`src/pkg/ifs_consts.svh`:
```
// offsets, field positions, codes and reset values of the identify and feature block
`ifndef IFS_CONSTS_SVH
`define IFS_CONSTS_SVH
`define IFS_OFS_CMD      8'h00
`define IFS_OFS_FEAT     8'h04
`define IFS_OFS_CNT      8'h08
`define IFS_OFS_STAT     8'h0C
`define IFS_OFS_MODE     8'h10
`define IFS_OFS_SEC      8'h14
`define IFS_OFS_ERASE    8'h18
`define IFS_OFS_IDX      8'h1C
`define IFS_OFS_WORD     8'h20
`define IFS_OFS_SUM      8'h24
`define IFS_CMD_SETF     8'hEF
`define IFS_F_8BIT_ON    8'h01
`define IFS_F_WC_ON      8'h02
`define IFS_F_XFER       8'h03
`define IFS_F_APM_ON     8'h05
`define IFS_F_EPO_ON     8'h09
`define IFS_F_LA_OFF     8'h55
`define IFS_F_POR_OFF    8'h66
`define IFS_F_NOP_A      8'h69
`define IFS_F_8BIT_OFF   8'h81
`define IFS_F_WC_OFF     8'h82
`define IFS_F_APM_OFF    8'h85
`define IFS_F_EPO_OFF    8'h89
`define IFS_F_NOP_B      8'h96
`define IFS_F_NOP_C      8'h97
`define IFS_F_LA_ON      8'hAA
`define IFS_F_POR_ON     8'hCC
`define IFS_XT_PIO_DEF   5'h00
`define IFS_XT_PIO_FLOW  5'h01
`define IFS_XT_MDMA      5'h04
`define IFS_XT_UDMA      5'h08
`define IFS_W_ER_NORM    8'h59
`define IFS_W_ER_ENH     8'h5A
`define IFS_W_RST        8'h5D
`define IFS_W_SEC        8'h80
`define IFS_W_ROT        8'hD9
`define IFS_W_INTEG      8'hFF
`define IFS_ROT_VAL      16'h0001
`define IFS_SIGNATURE    8'hA5
`define IFS_ER_MAX_MIN   16'h01FC
`define IFS_ER_OVER      8'hFF
`define IFS_RST_TOP      2'b01
`define IFS_SEC_EXP_BIT  4
`define IFS_SEC_LVL_BIT  8
`endif

```
`src/pkg/ifs_pkg.sv`:
```
// types of the identify and feature block
package ifs_pkg;
	typedef enum logic [0:0] {
		IFS_IDLE  = 1'b0,
		IFS_FLUSH = 1'b1
	} ifs_fsm_t;
	typedef enum logic [1:0] {
		IFS_DMA_NONE = 2'b00,
		IFS_DMA_MW   = 2'b01,
		IFS_DMA_UL   = 2'b10
	} ifs_dma_t;
	typedef struct packed {
		logic [7:0]  addr;
		logic [31:0] wdata;
		logic        wr;
		logic        rd;
	} ifs_req_t;
	typedef struct packed {
		logic       cblid;
		logic       dev1;
		logic       pdiag_seen;
		logic       dasp_seen;
		logic       resp_dev1;
		logic       diag_pass;
		logic [1:0] num_method;
	} ifs_strap_t;
	typedef struct packed {
		ifs_fsm_t    fsm;
		logic [7:0]  feat;
		logic [7:0]  cnt;
		logic        xfer8;
		logic        wcache;
		logic        look;
		logic        apm;
		logic        epo;
		logic        por_dis;
		logic        iordy_dis;
		logic [2:0]  pio;
		ifs_dma_t    dma;
		logic [2:0]  dma_mode;
		logic        abort;
		logic        done;
		logic [8:0]  sec_ctl;
		logic [15:0] er_norm;
		logic [15:0] er_enh;
		logic [7:0]  sum_base;
		logic [7:0]  idx;
		logic        cbl;
		logic [12:0] rst_res;
		logic [3:0]  fails;
		logic        expired;
		logic [31:0] rdata;
	} ifs_state_t;
endpackage
```
`src/core/ifs_top.sv`:
```
// identify words and set-features decoder of the drive
//
// How it works
// - normal erase time: 0, minutes/2, 255
// - enhanced erase time uses same encoding
// - reset word low bits change only during reset
// - reset word bit15 zero, bit14 one
// - bit13 holds cable id level sensed at hardware reset
// - device 1 fills bits 12..8, else zero
// - device 0 fills bits 7..0, else zero
// - numbering method 01 jumper, 10 csel, 11 other
// - security word support/enable/lock/freeze/enhanced bits
// - expired attempts abort unlock/erase until reset
// - bit8 gives maximum level when enabled
// - rotation word always reads 0001h
// - integrity word carries signature and checksum
// - 01h eight-bit transfers, 81h sixteen-bit
// - 02h/82h write cache, flush on disable
// - 03h selects transfer mode from count
// - decode transfer type and mode number
// - one pio mode always selected
// - 66h/cch gate defaults on soft reset
// - 55h look-ahead off default, aah on
// - apm, extended power, and accepted no-ops
`timescale 1ns/100ps
`default_nettype none
`include "ifs_consts.svh"

module ifs_top import ifs_pkg::*; #(
	parameter logic [3:0] MAX_FAILS  = 4'd5,
	parameter logic [2:0] PIO_MAX    = 3'd4,
	parameter logic [2:0] MDMA_MAX   = 3'd2,
	parameter logic [2:0] UDMA_MAX   = 3'd5,
	parameter logic [7:0] UNLOCK_CMD = 8'hF2,
	parameter logic [7:0] ERASE_CMD  = 8'hF4
) (
	input  wire logic        clock_i,
	input  wire logic        rst_n_i,
	input  wire ifs_req_t    bus_i,
	output logic [31:0]      rdata_o,
	input  wire logic        hw_reset_i,
	input  wire logic        soft_reset_i,
	input  wire ifs_strap_t  strap_i,
	input  wire logic        sec_fail_i,
	input  wire logic        flush_done_i,
	output logic             flush_req_o,
	output logic             low8_only_o,
	output logic             iocs16_en_o,
	output logic             wcache_o,
	output logic             look_o,
	output logic             apm_o,
	output logic             epo_o,
	output logic             iordy_dis_o,
	output logic             done_o,
	output logic             abort_o
);

	// ==========================================
	// elaboration checks
	// a zero limit would act as one, expiring security at the first failure
	if (MAX_FAILS == 4'd0) begin : g_bad_fails
		$error("MAX_FAILS must be nonzero");
	end
	// a security code equal to the feature code would shadow set-features
	if (UNLOCK_CMD == `IFS_CMD_SETF || ERASE_CMD == `IFS_CMD_SETF) begin : g_bad_cmd
		$error("security command codes must differ from the set-features code");
	end

	// ==========================================
	// erase time encoding
	// minutes round up to the next two-minute step
	function automatic logic [7:0] enc_erase(
		input logic [15:0] m
	);
		logic [15:0] h;
		h = 16'h0000;
		if (m == 16'h0000) begin
			enc_erase = 8'h00;
		end else if (m > `IFS_ER_MAX_MIN) begin
			enc_erase = `IFS_ER_OVER;
		end else begin
			h = (m + 16'h0001) >> 1;
			enc_erase = h[7:0];
		end
	endfunction

	function automatic logic [7:0] bsum(
		input logic [15:0] w
	);
		bsum = w[15:8] + w[7:0];
	endfunction

	ifs_state_t st_r;
	ifs_state_t st_nxt;

	// ==========================================
	// identify words
	logic [15:0] w_er_norm;
	logic [15:0] w_er_enh;
	logic [15:0] w_rst;
	logic [15:0] w_sec;
	logic [15:0] w_integ;
	logic [7:0]  csum;
	logic [15:0] w_sel;

	assign w_er_norm = {8'h00, enc_erase(st_r.er_norm)};
	assign w_er_enh  = {8'h00, enc_erase(st_r.er_enh)};
	assign w_rst     = {`IFS_RST_TOP, st_r.cbl, st_r.rst_res};

	always_comb begin
		w_sec = 16'h0000;
		w_sec[5:0] = st_r.sec_ctl[5:0];
		// written bit 4 is ignored, the live expire flag shows here
		w_sec[`IFS_SEC_EXP_BIT] = st_r.expired;
		w_sec[`IFS_SEC_LVL_BIT] = st_r.sec_ctl[8] & st_r.sec_ctl[1];
	end

	// the other words of the block are summed by software into sum_base
	assign csum = st_r.sum_base + bsum(w_er_norm) + bsum(w_er_enh)
		+ bsum(w_rst) + bsum(w_sec) + bsum(`IFS_ROT_VAL)
		+ `IFS_SIGNATURE;
	assign w_integ = {8'h00 - csum, `IFS_SIGNATURE};

	always_comb begin
		unique case (st_r.idx)
			`IFS_W_ER_NORM: w_sel = w_er_norm;
			`IFS_W_ER_ENH:  w_sel = w_er_enh;
			`IFS_W_RST:     w_sel = w_rst;
			`IFS_W_SEC:     w_sel = w_sec;
			`IFS_W_ROT:     w_sel = `IFS_ROT_VAL;
			`IFS_W_INTEG:   w_sel = w_integ;
			default:        w_sel = 16'h0000;
		endcase
	end

	// ==========================================
	// reset result capture
	// reserved bits 12 and 7 are never set
	logic [12:0] rst_cap;

	always_comb begin
		rst_cap = 13'h0000;
		if (strap_i.dev1) begin
			rst_cap[8]     = 1'b1;
			rst_cap[11]    = strap_i.pdiag_seen;
			rst_cap[10:9]  = strap_i.num_method;
		end else begin
			rst_cap[0]     = 1'b1;
			rst_cap[6]     = strap_i.resp_dev1;
			rst_cap[5]     = strap_i.dasp_seen;
			rst_cap[4]     = strap_i.pdiag_seen;
			rst_cap[3]     = strap_i.diag_pass;
			rst_cap[2:1]   = strap_i.num_method;
		end
	end

	// ==========================================
	// transfer mode decode
	logic [4:0] xt;
	logic [2:0] xm;
	logic       xok;

	assign xt = st_r.cnt[7:3];
	assign xm = st_r.cnt[2:0];
	// flow-control pio, multiword and ultra limits are parameters, default pio is fixed at 1; out-of-range modes abort rather than clamp

	always_comb begin
		unique case (xt)
			`IFS_XT_PIO_DEF:  xok = (xm <= 3'd1);
			`IFS_XT_PIO_FLOW: xok = (xm <= PIO_MAX);
			`IFS_XT_MDMA:     xok = (xm <= MDMA_MAX);
			`IFS_XT_UDMA:     xok = (xm <= UDMA_MAX);
			default:          xok = 1'b0;
		endcase
	end

	// ==========================================
	// command and register logic
	logic sel_cmd;
	logic setf;
	logic sec_cmd;
	logic       exp_base;
	logic [3:0] fail_base;

	assign sel_cmd = bus_i.wr && (bus_i.addr == `IFS_OFS_CMD);
	assign setf    = sel_cmd && (bus_i.wdata[7:0] == `IFS_CMD_SETF);
	assign sec_cmd = sel_cmd && ((bus_i.wdata[7:0] == UNLOCK_CMD)
		|| (bus_i.wdata[7:0] == ERASE_CMD));

	always_comb begin
		st_nxt = st_r;
		st_nxt.done  = 1'b0;
		st_nxt.rdata = 32'h0000_0000;

		// software reset honours the defaults switch
		if (soft_reset_i && !st_r.por_dis) begin
			st_nxt.xfer8     = 1'b0;
			st_nxt.wcache    = 1'b0;
			st_nxt.look      = 1'b0;
			st_nxt.apm       = 1'b0;
			st_nxt.epo       = 1'b0;
			st_nxt.iordy_dis = 1'b0;
			st_nxt.pio       = 3'd0;
			st_nxt.dma       = IFS_DMA_NONE;
			st_nxt.dma_mode  = 3'd0;
		end

		// hardware reset rearms the attempt counter; a failure in the same
		// cycle still counts, so the set side wins over the clear
		exp_base  = hw_reset_i ? 1'b0 : st_r.expired;
		fail_base = hw_reset_i ? 4'd0 : st_r.fails;
		if (hw_reset_i) begin
			st_nxt.rst_res = rst_cap;
			st_nxt.cbl     = strap_i.cblid;
		end
		st_nxt.expired = exp_base;
		st_nxt.fails   = fail_base;
		if (sec_fail_i && !exp_base) begin
			st_nxt.fails = fail_base + 4'd1;
			if (fail_base + 4'd1 >= MAX_FAILS)
				st_nxt.expired = 1'b1;
		end

		if (bus_i.wr) begin
			unique case (bus_i.addr)
				`IFS_OFS_FEAT:  st_nxt.feat     = bus_i.wdata[7:0];
				`IFS_OFS_CNT:   st_nxt.cnt      = bus_i.wdata[7:0];
				`IFS_OFS_SEC:   st_nxt.sec_ctl  = bus_i.wdata[8:0];
				`IFS_OFS_ERASE: begin
					st_nxt.er_norm = bus_i.wdata[15:0];
					st_nxt.er_enh  = bus_i.wdata[31:16];
				end
				`IFS_OFS_IDX:   st_nxt.idx      = bus_i.wdata[7:0];
				`IFS_OFS_SUM:   st_nxt.sum_base = bus_i.wdata[7:0];
				default: ;
			endcase
		end

		// a new command clears the old abort; commands while flushing are dropped
		if (sel_cmd && st_r.fsm == IFS_IDLE) begin
			st_nxt.abort = 1'b0;
			if (sec_cmd && st_r.expired) begin
				st_nxt.abort = 1'b1;
				st_nxt.done  = 1'b1;
			end else if (setf) begin
				st_nxt.done = 1'b1;
				unique case (st_r.feat)
					`IFS_F_8BIT_ON:  st_nxt.xfer8  = 1'b1;
					`IFS_F_8BIT_OFF: st_nxt.xfer8  = 1'b0;
					`IFS_F_WC_ON:    st_nxt.wcache = 1'b1;
					`IFS_F_WC_OFF: begin
						st_nxt.wcache = 1'b0;
						st_nxt.done   = 1'b0;
						st_nxt.fsm    = IFS_FLUSH;
					end
					`IFS_F_XFER: begin
						if (!xok) begin
							st_nxt.abort = 1'b1;
						end else if (xt == `IFS_XT_PIO_DEF) begin
							st_nxt.pio       = 3'd0;
							st_nxt.iordy_dis = xm[0];
						end else if (xt == `IFS_XT_PIO_FLOW) begin
							st_nxt.pio       = xm;
							st_nxt.iordy_dis = 1'b0;
						end else if (xt == `IFS_XT_MDMA) begin
							st_nxt.dma      = IFS_DMA_MW;
							st_nxt.dma_mode = xm;
						end else begin
							st_nxt.dma      = IFS_DMA_UL;
							st_nxt.dma_mode = xm;
						end
					end
					`IFS_F_APM_ON:   st_nxt.apm     = 1'b1;
					`IFS_F_APM_OFF:  st_nxt.apm     = 1'b0;
					`IFS_F_EPO_ON:   st_nxt.epo     = 1'b1;
					`IFS_F_EPO_OFF:  st_nxt.epo     = 1'b0;
					`IFS_F_LA_OFF:   st_nxt.look    = 1'b0;
					`IFS_F_LA_ON:    st_nxt.look    = 1'b1;
					`IFS_F_POR_OFF:  st_nxt.por_dis = 1'b1;
					`IFS_F_POR_ON:   st_nxt.por_dis = 1'b0;
					`IFS_F_NOP_A,
					`IFS_F_NOP_B,
					`IFS_F_NOP_C:    ;
					default:         st_nxt.abort   = 1'b1;
				endcase
			end else begin
				st_nxt.done = 1'b1;
			end
		end

		// completion only once the cache is safe in flash
		if (st_r.fsm == IFS_FLUSH && flush_done_i) begin
			st_nxt.fsm  = IFS_IDLE;
			st_nxt.done = 1'b1;
		end

		// read data stands one cycle only; no wait states are ever inserted
		if (bus_i.rd) begin
			unique case (bus_i.addr)
				`IFS_OFS_FEAT:  st_nxt.rdata = {24'h00_0000, st_r.feat};
				`IFS_OFS_CNT:   st_nxt.rdata = {24'h00_0000, st_r.cnt};
				`IFS_OFS_STAT:  st_nxt.rdata = {29'h0000_0000, st_r.expired,
					st_r.abort, st_r.fsm == IFS_FLUSH};
				`IFS_OFS_MODE:  st_nxt.rdata = {17'h0_0000, st_r.dma_mode,
					st_r.dma, st_r.pio, st_r.iordy_dis, st_r.por_dis,
					st_r.epo, st_r.apm, st_r.look, st_r.wcache, st_r.xfer8};
				`IFS_OFS_SEC:   st_nxt.rdata = {23'h00_0000, st_r.sec_ctl};
				`IFS_OFS_ERASE: st_nxt.rdata = {st_r.er_enh, st_r.er_norm};
				`IFS_OFS_IDX:   st_nxt.rdata = {24'h00_0000, st_r.idx};
				`IFS_OFS_WORD:  st_nxt.rdata = {16'h0000, w_sel};
				`IFS_OFS_SUM:   st_nxt.rdata = {24'h00_0000, st_r.sum_base};
				default:        st_nxt.rdata = 32'h0000_0000;
			endcase
		end
	end

	// ==========================================
	// state register
	// synchronous reset clears every field, flush state included
	always_ff @(posedge clock_i) begin
		if (!rst_n_i) begin
			st_r <= '0;
		end else begin
			st_r <= st_nxt;
		end
	end

	// ==========================================
	// outputs
	// every level comes from a flip-flop, iocs16_en_o through an inverter
	assign rdata_o     = st_r.rdata;
	assign flush_req_o = (st_r.fsm == IFS_FLUSH);
	assign low8_only_o = st_r.xfer8;
	assign iocs16_en_o = ~st_r.xfer8;
	assign wcache_o    = st_r.wcache;
	assign look_o      = st_r.look;
	assign apm_o       = st_r.apm;
	assign epo_o       = st_r.epo;
	assign iordy_dis_o = st_r.iordy_dis;
	assign done_o      = st_r.done;
	assign abort_o     = st_r.abort;

endmodule
`default_nettype wire

```
`config.mk`:
```
export PLATFORM = sky130hd
export DESIGN_NAME = ifs_top
export DESIGN_NICKNAME = d
export VERILOG_FILES = /design/src/pkg/ifs_pkg.sv /design/src/core/ifs_top.sv
export VERILOG_INCLUDE_DIRS = /design/src /design/src/pkg
export SDC_FILE = /design/constraint.sdc
export NUM_CORES = 1
export LEC_CHECK = 0
export BUFFER_PORTS_ARGS = -buffer_cell sky130_fd_sc_hd__buf_4
export CORE_MARGIN = 2
export CORE_UTILIZATION = 60
export CTS_BUF_LIST = sky130_fd_sc_hd__clkbuf_8
export DETAILED_ROUTE_END_ITERATION = 16
export GPL_TIMING_DRIVEN = 0
export HOLD_SLACK_MARGIN = 0.03
export PLACE_DENSITY = 0.79
export SLEW_MARGIN = 20
export SYNTH_ARGS = -nofsm -noshare
export SYNTH_HDL_FRONTEND = slang
export SYNTH_SLANG_ARGS = --single-unit
```
`constraint.sdc`:
```
create_clock -name clock_i -period 5.5 [get_ports clock_i]
set_clock_uncertainty 0.2 [all_clocks]
set_input_delay 0.55 -clock clock_i [delete_from_list [all_inputs] [get_ports clock_i]]
set_output_delay 0.55 -clock clock_i [all_outputs]
set_load 0.005 [all_outputs]
```
==> flow_summary.yaml, run 1 <==
routing:
  wl_um: 25500
  drtIter0Drc: 1103
  vias_per_cell: 6.01
  dr.pass1.iters: 8
  routed-via-count: 7756
  post_drt_wl_per_cell_um: 19.7
  route.detailed.drc: 0
  ant_nets: 0
clock_tree:
  cts_hold_buf: 0
  clockBufferDepth: 2
  cts_tree: "yes"
  cts_buffers: 17
  cts_num_sinks: 140
  cts_root_buf: "clkbuf_8"
  cts.htree.levels: 4
  clkLatencyLatePin_ns: 0.46
  cts.clk_slew.worst_paths_ns: 0.08
die:
  io_pins: 98
  rows: 43
  die_w_um: 123
  core_area_sq_um: 13900
  start_util_pct: 61.6
  dieArea_sq_um: 15200
  die_y_um: 123
critical_path:
  r2r-end: "rdata_o[15]$_SDFF_PN0_"
  critPathTopFamily: "adder cells"
  reg2reg_setup_slack_ns: 0.16
  cp_slowest_stage_delay_ns: 0.55
  crit_top_cell: "fa_1"
  crit_type: "flip-flop to flip-flop"
  cp_num_buf_inv: 3
  cp-start-kind: "flip-flop"
  path_cells: "nor4_2 > o211ai_1 > or3b_4 > fa_1 > inv_1 > fa_1 > inv_1 > fa_1 > fa_1 > inv_1 > ha_1 > o21ai_0 > o21bai_1 > a21oi_1 > xnor2_1 > xnor2_1 > a32o_1"
  r2r_cells: 17
  worstPathMaxFanout: 3
  slowest_stage: "fa_1"
  r2r-start: "st_r[78]$_SDFFE_PN0P_"
  arrival_ns: 5.49
  end_kind: "flip-flop"
  cp.required_ns: 5.65
place:
  routabilityCongestion: 1.01
  port_buffers: 85
  place_ws_ns: -0.317
  hpwl_um: 19400
sta:
  setup-violations-final: 0
  maxSlewHeadroom_pct: 45.4
  min_period_over_period_pct: 97.0
  hold_viol: 0
  setup_tns_ns: 0
  report.final.slew_viol_count: 0
  fin_ws_ns: 0.163
  max_slew.worst_pin.slew_ns: 0.819
  holdWs_ns: 0.118
  min_period_ns: 5.34
  max_freq_ghz: 0.187
logic_synthesis:
  synth_nets: 1100
  syn_avg_cell_area_sq_um: 8.60
  netlist_instances: 994
  synth_largest_area_cell: "dfxtp_1"
  yosysWarnings: 0
  synthTopCellsByArea: "dfxtp_1 33%, nand2_1 5.8%, fa_1 5.6%"
  synth_flop_cell: "dfxtp_1"
  synth_top_area_share_pct: 32.8
  synth-async-reset-ratio_pct: 0
  ys_seq_area_share_pct: 32.8
  syn-cell-area_sq_um: 8550
  yosys.cell_types.count: 79
  ys_ff_latch: 140
  synth_edf_count: 0
global_route:
  grt-ovfl-total: 0
  antenna_found_initial: 1
  grt_pass1_vias: 6942
  grt_usage_pct: 34.1
  grt_pass1_wl_um: 38500
  grt_max_degree: 17
layout:
  nNetsFinal: 1203
  drive_above_1_share_pct: 19.6
  syn_to_final_growth_pct: 15.8
pwr:
  p_leak_nw: 3.86
  powerDensity_nw_per_um2: 220
  power_mw: 2.17
  vdd_drop_max_v: 0.000260
worst_hold_path:
  whs_endpoint: "st_r[37]$_SDFFE_PN0P_"
  hold_depth: 2
  hp-start: "strap_i[6]"
  hold_path.class: "input pin to flip-flop"
run:
  cap_viol_max_count: 0
outcome:
  status: "finished clean"
-- cell families after synthesis --
family	after synthesis	share of synthesized area, %
AO/OA/AOI/OAI	195	15.8
multiplexers	52	6.66
flip-flops	140	32.8
XOR/XNOR	18	1.84
AND/OR/NAND/NOR	384	24.5
buffers and inverters	155	8.95
adder cells (fa/ha/maj)	50	9.43
-- registers in the layout, indices dropped and copies added, names as in the netlist --
register and count:
st_r 99, rdata_o 32, abort_o 1, apm_o 1, done_o 1, epo_o 1
flush_req_o 1, iordy_dis_o 1, look_o 1, low8_only_o 1, wcache_o 1
-- power by group --
| part | internal, mW | total (mW) | switching, mW |
|---|---|---|---|
| logic | 0.0956 | 0.225 | 0.130 |
| clock network | 0.502 | 0.924 | 0.422 |
| registers | 1.02 | 1.02 | 0.00669 |
| total | 1.62 | 2.17 | 0.558 |
-- routing by layer --
metal | track usage (%) | routed length [um] | up-vias
li1 | - | - | 3614
met3 | 8.26 | 2740 | 58
met2 | 51.2 | 11100 | 423
met1 | 48.6 | 10900 | 3661
met4 | 10.0 | 701 | 0
met5 | 0 | 0 | -
-- cell usage after synthesis, types with 4 or more instances --
cell type	instances
xnor2_1	10
a21oi_1	41
a31oi_1	7
dfxtp_1	140
a31o_2	4
or3_1	6
ha_1	26
a22oi_1	12
nor4b_1	4
clkbuf_1	42
fa_1	24
nor2_1	32
nor4_1	12
inv_1	56
a21o_1	6
nand2b_1	17
mux2_2	6
xor2_1	8
nor3_1	11
o21ai_0	20
o211ai_1	5
buf_2	16
o22ai_1	5
a21boi_0	55
a222oi_1	8
and2_1	22
nand3_1	42
o21a_1	5
buf_6	4
mux2i_1	43
buf_4	35
nand4_1	9
o21bai_1	4
a221oi_1	4
nor2b_1	51
nand2_1	133
and3_1	8
-- placed cells by master, fill, tap and decap left out, drive strengths merged, types with 15 or more instances in the layout --
cell	netlist	final
a21boi	55	55
a21oi	41	41
and2	22	22
buf	56	142
clkbuf	43	62
dfxtp	140	140
fa	24	24
ha	26	26
inv	56	59
mux2i	43	43
nand2	134	134
nand2b	17	17
nand3	44	44
nor2	33	33
nor2b	51	51
nor3	15	15
nor4	16	16
o21ai	21	21
-- layout make-up --
cell class                 instances  area (sq um)
antenna                            1          2.50
clock inverter                    11           154
buffer                            97           547
inverter                          56           210
multi-input combinational        699          5010
sequential                       140          2810
tap                              180           225
fill                            1149          3990
clock buffer                      21           289
timing repair buffer              86           646
-- worst reg2reg max path: stages (launching register included) --
cell	delay, ns
dfxtp_1	0.33
nor4_2	0.43
o211ai_1	0.18
or3b_4	0.47
fa_1	0.54
inv_1	0.05
fa_1	0.49
inv_1	0.06
fa_1	0.48
fa_1	0.55
inv_1	0.04
ha_1	0.32
o21ai_0	0.10
o21bai_1	0.20
a21oi_1	0.12
xnor2_1	0.23
xnor2_1	0.16
a32o_1	0.27
-- worst max path at each step --
stage | cells past startpoint | endpoint | startpoint | slack [ns]
2_1_floorplan | 17 | rdata_o[15]$_SDFF_PN0_ | st_r[78]$_SDFFE_PN0P_ | 0.51
3_3_place_gp | 17 | rdata_o[14]$_SDFF_PN0_ | st_r[94]$_SDFFE_PN0P_ | -0.28
3_5_place_dp | 17 | rdata_o[14]$_SDFF_PN0_ | st_r[94]$_SDFFE_PN0P_ | -0.32
4_1_cts | 19 | rdata_o[14]$_SDFF_PN0_ | st_r[83]$_SDFFE_PN0P_ | 0.05
5_1_grt | 18 | rdata_o[15]$_SDFF_PN0_ | st_r[67]$_SDFFE_PN0P_ | -0.01
6_report | 17 | rdata_o[15]$_SDFF_PN0_ | st_r[78]$_SDFFE_PN0P_ | 0.16
-- per-stage QoR --
stage	std cells	cell area [sq um]	utilization, %
6_report	1291	9890	71.3
5_1_grt	1290	9890	71.2
4_1_cts	1292	9890	71.2
3_5_place_dp	1259	9410	67.8
3_3_place_gp	1259	9410	67.8
2_1_floorplan	994	8550	-
-- what timing repair did --
item                                    CTS  global route
pin swaps                                 0             4
buffers inserted                          1             0
endpoints found under the setup margin    3             2
hold endpoints to repair                  0             0
resized for setup                         6             5
No activity file was read; power rests on OpenSTA's default activity.
==> run 2: changes to the inputs <==
--- a/config.mk
+++ b/config.mk
@@ -8,12 +8,11 @@
 export LEC_CHECK = 0
 export BUFFER_PORTS_ARGS = -buffer_cell sky130_fd_sc_hd__buf_4
 export CORE_MARGIN = 2
-export CORE_UTILIZATION = 60
+export CORE_UTILIZATION = 28
 export CTS_BUF_LIST = sky130_fd_sc_hd__clkbuf_8
 export DETAILED_ROUTE_END_ITERATION = 16
-export GPL_TIMING_DRIVEN = 0
 export HOLD_SLACK_MARGIN = 0.03
-export PLACE_DENSITY = 0.79
+export PLACE_DENSITY = 0.41
 export SLEW_MARGIN = 20
 export SYNTH_ARGS = -nofsm -noshare
 export SYNTH_HDL_FRONTEND = slang
==> flow_summary.yaml, run 2 (synthesized netlist as in run 1, its figures left out) <==
global_route:
  grt-ovfl-total: 0
  grt_usage_pct: 17.9
  grt_pass1_wl_um: 42500
  antenna_found_initial: 1
  grt_pass1_vias: 6988
  grt_max_degree: 81
outcome:
  status: "finished clean"
clock_tree:
  cts_buffers: 17
  cts.clk_slew.worst_paths_ns: 0.09
  cts_num_sinks: 140
  cts_tree: "yes"
  cts_hold_buf: 0
  cts.htree.levels: 4
  clockBufferDepth: 2
  cts_root_buf: "clkbuf_8"
  clkLatencyLatePin_ns: 0.47
place:
  routabilityCongestion: 0.818
  port_buffers: 97
  hpwl_um: 20800
  place_ws_ns: 0.155
die:
  core_area_sq_um: 29900
  dieArea_sq_um: 31900
  io_pins: 98
  start_util_pct: 28.6
  rows: 63
  die_y_um: 179
  die_w_um: 179
layout:
  syn_to_final_growth_pct: 14.2
  final_core_util_pct: 32.7
  antenna_cells: 0
  largest-register: "st_r"
  final_common_cell: "dfxtp_1"
  final_cell_mix: "138 x dfxtp_1, 133 x nand2_1, 110 x buf_4"
  drive_above_1_share_pct: 17.6
  nNetsFinal: 1130
  largest_register_ffs: 99
sta:
  report.final.slew_viol_count: 0
  hold_viol: 0
  setup_tns_ns: 0
  rsz0062_at_grt: "no"
  max_freq_ghz: 0.192
  min_period_over_period_pct: 94.7
  maxSlewHeadroom_pct: 38.1
  max_slew.worst_pin.slew_ns: 0.927
  fin_ws_ns: 0.293
  min_period_ns: 5.21
  holdWs_ns: 0.122
  setup-violations-final: 0
critical_path:
  r2r-start: "st_r[94]$_SDFFE_PN0P_"
  cp.required_ns: 5.70
  crit_type: "flip-flop to flip-flop"
  end_kind: "flip-flop"
  arrival_ns: 5.41
  critPathLaunch: "st_r[94]$_SDFFE_PN0P_"
  worstPathMaxFanout: 5
  cp-start-kind: "flip-flop"
routing:
  wl_um: 27600
  dr.pass1.iters: 8
  post_drt_wl_per_cell_um: 19.4
  routed-via-count: 7072
  drtIter0Drc: 486
  route.detailed.drc: 0
  vias_per_cell: 4.96
  ant_nets: 0
worst_hold_path:
  hp-start: "strap_i[6]"
  hold_path.class: "input pin to flip-flop"
run:
  cap_viol_max_count: 0
pwr:
  p_leak_nw: 3.62
  vdd_drop_max_v: 0.000134
  power_mw: 2.17
  powerDensity_nw_per_um2: 223
## run 2: cell count changes in the layout (fill, tap and decap cells not counted), sizes merged
cell      previous run  this run
clkinvlp             2         4
clkinv               3         2
clkbuf              62        18
inv                 59        61
diode                1         0
buf                142       110
## run 2: layout make-up
type                            count  area [sq um]
Sequential cell                   140          2810
Fill cell                        3198         20100
Inverter                           56           210
Tap cell                          390           488
Clock inverter                     14           184
Clock buffer                       18           248
Timing Repair Buffer              110           826
Multi-Input combinational cell    699          4990
## run 2: final timing paths
kind / endpoint / slack [ns] / cells past startpoint
max reg2reg: rdata_o[14]$_SDFF_PN0_ / 0.29 / 17
max: rdata_o[14]$_SDFF_PN0_ / 0.29 / 17
min: st_r[37]$_SDFFE_PN0P_ / 0.12 / 2
min reg2reg: st_r[78]$_SDFFE_PN0P_ / 0.28 / 2
## run 2: worst max-delay path, stage by stage, from the launching register on
cell and delay [ns]:
dfxtp_1 0.35, nor4_2 0.32, and2_2 0.29, nand2_1 0.09, or2_2 0.31, fa_1 0.48
inv_1 0.05, fa_1 0.51, fa_1 0.52, fa_1 0.50, ha_1 0.25, fa_1 0.41
a21o_1 0.17, a21oi_1 0.18, xnor2_1 0.15, a21oi_1 0.08, o21a_1 0.20, nor2_1 0.08
## run 2: through the flow
step / cell area, sq um / std cells
floorplan: 8550 / 994
finish: 9760 / 1427
global route: 9760 / 1427
detailed placement: 9310 / 1395
global placement: 9310 / 1395
CTS: 9740 / 1427
## run 2: layer usage
metal | vias up | global-route usage (%) | share of wire, %
met5 | - | 0 | 0
met4 | 0 | 4.40 | 1.3
met3 | 18 | 2.57 | 3.9
met2 | 161 | 29.4 | 47
met1 | 3424 | 24.7 | 48
li1 | 3469 | - | -
## run 2: power breakdown
part	leakage, nW	internal, mW	switching [mW]
Combinational	2.28	0.0937	0.113
Clock	0.205	0.470	0.473
Sequential	1.13	1.02	0.00775
Total	3.62	1.58	0.594
## run 2: what timing repair did
item | CTS | global route
gates resized for setup | 0 | 5
setup endpoints to repair | 0 | 1
setup buffers | 0 | 0
==> run 3: changes to the inputs <==
--- a/config.mk
+++ b/config.mk
@@ -12,7 +12,7 @@
 export CTS_BUF_LIST = sky130_fd_sc_hd__clkbuf_8
 export DETAILED_ROUTE_END_ITERATION = 16
 export HOLD_SLACK_MARGIN = 0.03
-export PLACE_DENSITY = 0.41
+export PLACE_DENSITY = 0.45
 export SLEW_MARGIN = 20
 export SYNTH_ARGS = -nofsm -noshare
 export SYNTH_HDL_FRONTEND = slang
==> constraint.sdc (replaced) <==
create_clock -name clock_i -period 6.7 [get_ports clock_i]
set_clock_uncertainty 0.2 [all_clocks]
set_input_delay 0.67 -clock clock_i [delete_from_list [all_inputs] [get_ports clock_i]]
set_output_delay 0.67 -clock clock_i [all_outputs]
set_load 0.005 [all_outputs]
==> flow_summary.yaml, run 3 (synthesized netlist as in run 1, its figures left out) <==
outcome:
  status: "finished clean"
worst_hold_path:
  hold_path.class: "input pin to flip-flop"
  whs_endpoint: "st_r[42]$_SDFFE_PN0P_"
  hp-start: "strap_i[4]"
  hold_depth: 3
die:
  dieArea_sq_um: 31900
  io_pins: 98
  start_util_pct: 28.6
  core_area_sq_um: 29900
  die_y_um: 179
  die_w_um: 179
  rows: 63
clock_tree:
  cts.clk_slew.worst_paths_ns: 0.09
  clockBufferDepth: 2
  cts_num_sinks: 140
  cts.htree.levels: 4
  cts_root_buf: "clkbuf_8"
  postCtsSetupRepairBufs: 0
  cts_hold_buf: 0
  ctsResizeCount: 0
  cts_buffers: 17
  clkLatencyLatePin_ns: 0.46
  cts_tree: "yes"
pwr:
  pwr-share-clk_pct: 41.4
  p_comb_share_pct: 9.7
  switchingPower_mw: 0.474
  p_int_mw: 1.25
  switching_share_pct: 27.5
  seqPwrFrac_pct: 48.9
  powerDensity_nw_per_um2: 178
  vdd_drop_max_v: 0.000104
  p_leak_nw: 3.56
critical_path:
  cp_slowest_stage_delay_ns: 0.52
  reg2reg_setup_slack_ns: 1.25
  cp_num_buf_inv: 1
  crit_top_cell: "fa_1"
  end_kind: "flip-flop"
  path_cells: "nor4_1 > and2_1 > nand2_1 > or2_2 > fa_1 > inv_1 > fa_1 > fa_1 > fa_1 > ha_1 > fa_1 > a21o_1 > a21oi_1 > xnor2_1 > a21oi_1 > o21a_1 > nor2_1"
  slowest_stage: "fa_1"
  cp-start-kind: "flip-flop"
  cp.required_ns: 6.89
  worstPathMaxFanout: 6
  r2r-start: "st_r[94]$_SDFFE_PN0P_"
  critPathLaunch: "st_r[94]$_SDFFE_PN0P_"
  r2r-end: "rdata_o[14]$_SDFF_PN0_"
  critPathTopFamily: "adder cells"
  arrival_ns: 5.64
  r2r_cells: 17
  crit_type: "flip-flop to flip-flop"
routing:
  wl_um: 26500
  vias_per_cell: 4.90
  dr.pass1.iters: 6
  routed-via-count: 6951
  post_drt_wl_per_cell_um: 18.7
  ant_nets: 0
  drtIter0Drc: 567
  route.detailed.drc: 0
sta:
  setup_tns_ns: 0
  max_freq_ghz: 0.184
  maxSlewHeadroom_pct: 33.8
  min_period_ns: 5.45
  report.final.slew_viol_count: 0
  max_slew.worst_pin.slew_ns: 0.992
  min_period_over_period_pct: 81.3
  rsz0062_at_grt: "no"
  setup-violations-final: 0
  hold_viol: 0
global_route:
  grt-ovfl-total: 0
  antenna_found_initial: 0
  grt_usage_pct: 17.2
  grt_pass1_wl_um: 41200
  grt_pass1_vias: 6859
  grt_max_degree: 92
layout:
  drive_above_1_share_pct: 16.6
  final_cell_mix: "140 x dfxtp_1, 133 x nand2_1, 103 x buf_4"
  syn_to_final_growth_pct: 13.0
  final_common_cell: "dfxtp_1"
  final_core_util_pct: 32.3
  nNetsFinal: 1123
  antenna_cells: 0
  instances_no_fill: 1420
  largest_register_ffs: 99
  largest-register: "st_r"
place:
  routabilityCongestion: 0.855
  port_buffers: 97
  hpwl_um: 20100
  dp_cells: 1388
run:
  cap_viol_max_count: 0
[run 3: area by class of cell]
cell class / count / area, sq um
Timing Repair Buffer: 103 / 773
Tap cell: 390 / 488
Multi-Input combinational cell: 699 / 4990
Fill cell: 3161 / 20200
Clock inverter: 15 / 163
Clock buffer: 17 / 234
Sequential cell: 140 / 2800
Inverter: 56 / 210
[run 3: stage by stage]
step	hold slack (ns)	cell area, sq um	power [mW]	setup slack [ns]
6_report	0.261	9660	1.72	1.25
5_1_grt	0.230	9660	1.80	0.889
4_1_cts	0.231	9660	1.74	1.23
3_5_place_dp	0.267	9260	1.03	1.28
3_3_place_gp	0.266	9260	1.03	1.35
2_1_floorplan	0.246	8550	0.968	1.71
[run 3: power by group through the flow]
| stage | Sequential (mW) | Combinational [mW] | Clock, mW |
|---|---|---|---|
| after floorplan | 0.858 | 0.110 | 0 |
| after global placement | 0.861 | 0.168 | 0 |
| after detailed placement | 0.861 | 0.169 | 0 |
| after CTS | 0.842 | 0.170 | 0.733 |
| after global routing | 0.842 | 0.187 | 0.772 |
| final | 0.842 | 0.168 | 0.713 |
[run 3: worst min-delay path: stages]
cell	delay, ns
buf_4	0.08
a21oi_1	0.05
nor2b_1	0.09
[run 3: how the worst max path moves through the flow]
stage / end / cells after the start / slack [ns]
final: rdata_o[14]$_SDFF_PN0_ / 17 / 1.25
after floorplan: rdata_o[15]$_SDFF_PN0_ / 17 / 1.71
after global routing: rdata_o[15]$_SDFF_PN0_ / 17 / 0.89
after detailed placement: rdata_o[14]$_SDFF_PN0_ / 17 / 1.28
after CTS: rdata_o[15]$_SDFF_PN0_ / 17 / 1.23
after global placement: rdata_o[15]$_SDFF_PN0_ / 17 / 1.35
[run 3: layer usage]
| metal | share of wire [%] | GRT usage [%] | up-vias |
|---|---|---|---|
| met5 | 0 | 0 | - |
| met1 | 49 | 24.7 | 3272 |
| li1 | - | - | 3458 |
| met4 | 1.5 | 4.74 | 0 |
| met2 | 44 | 26.9 | 202 |
| met3 | 4.7 | 2.50 | 19 |
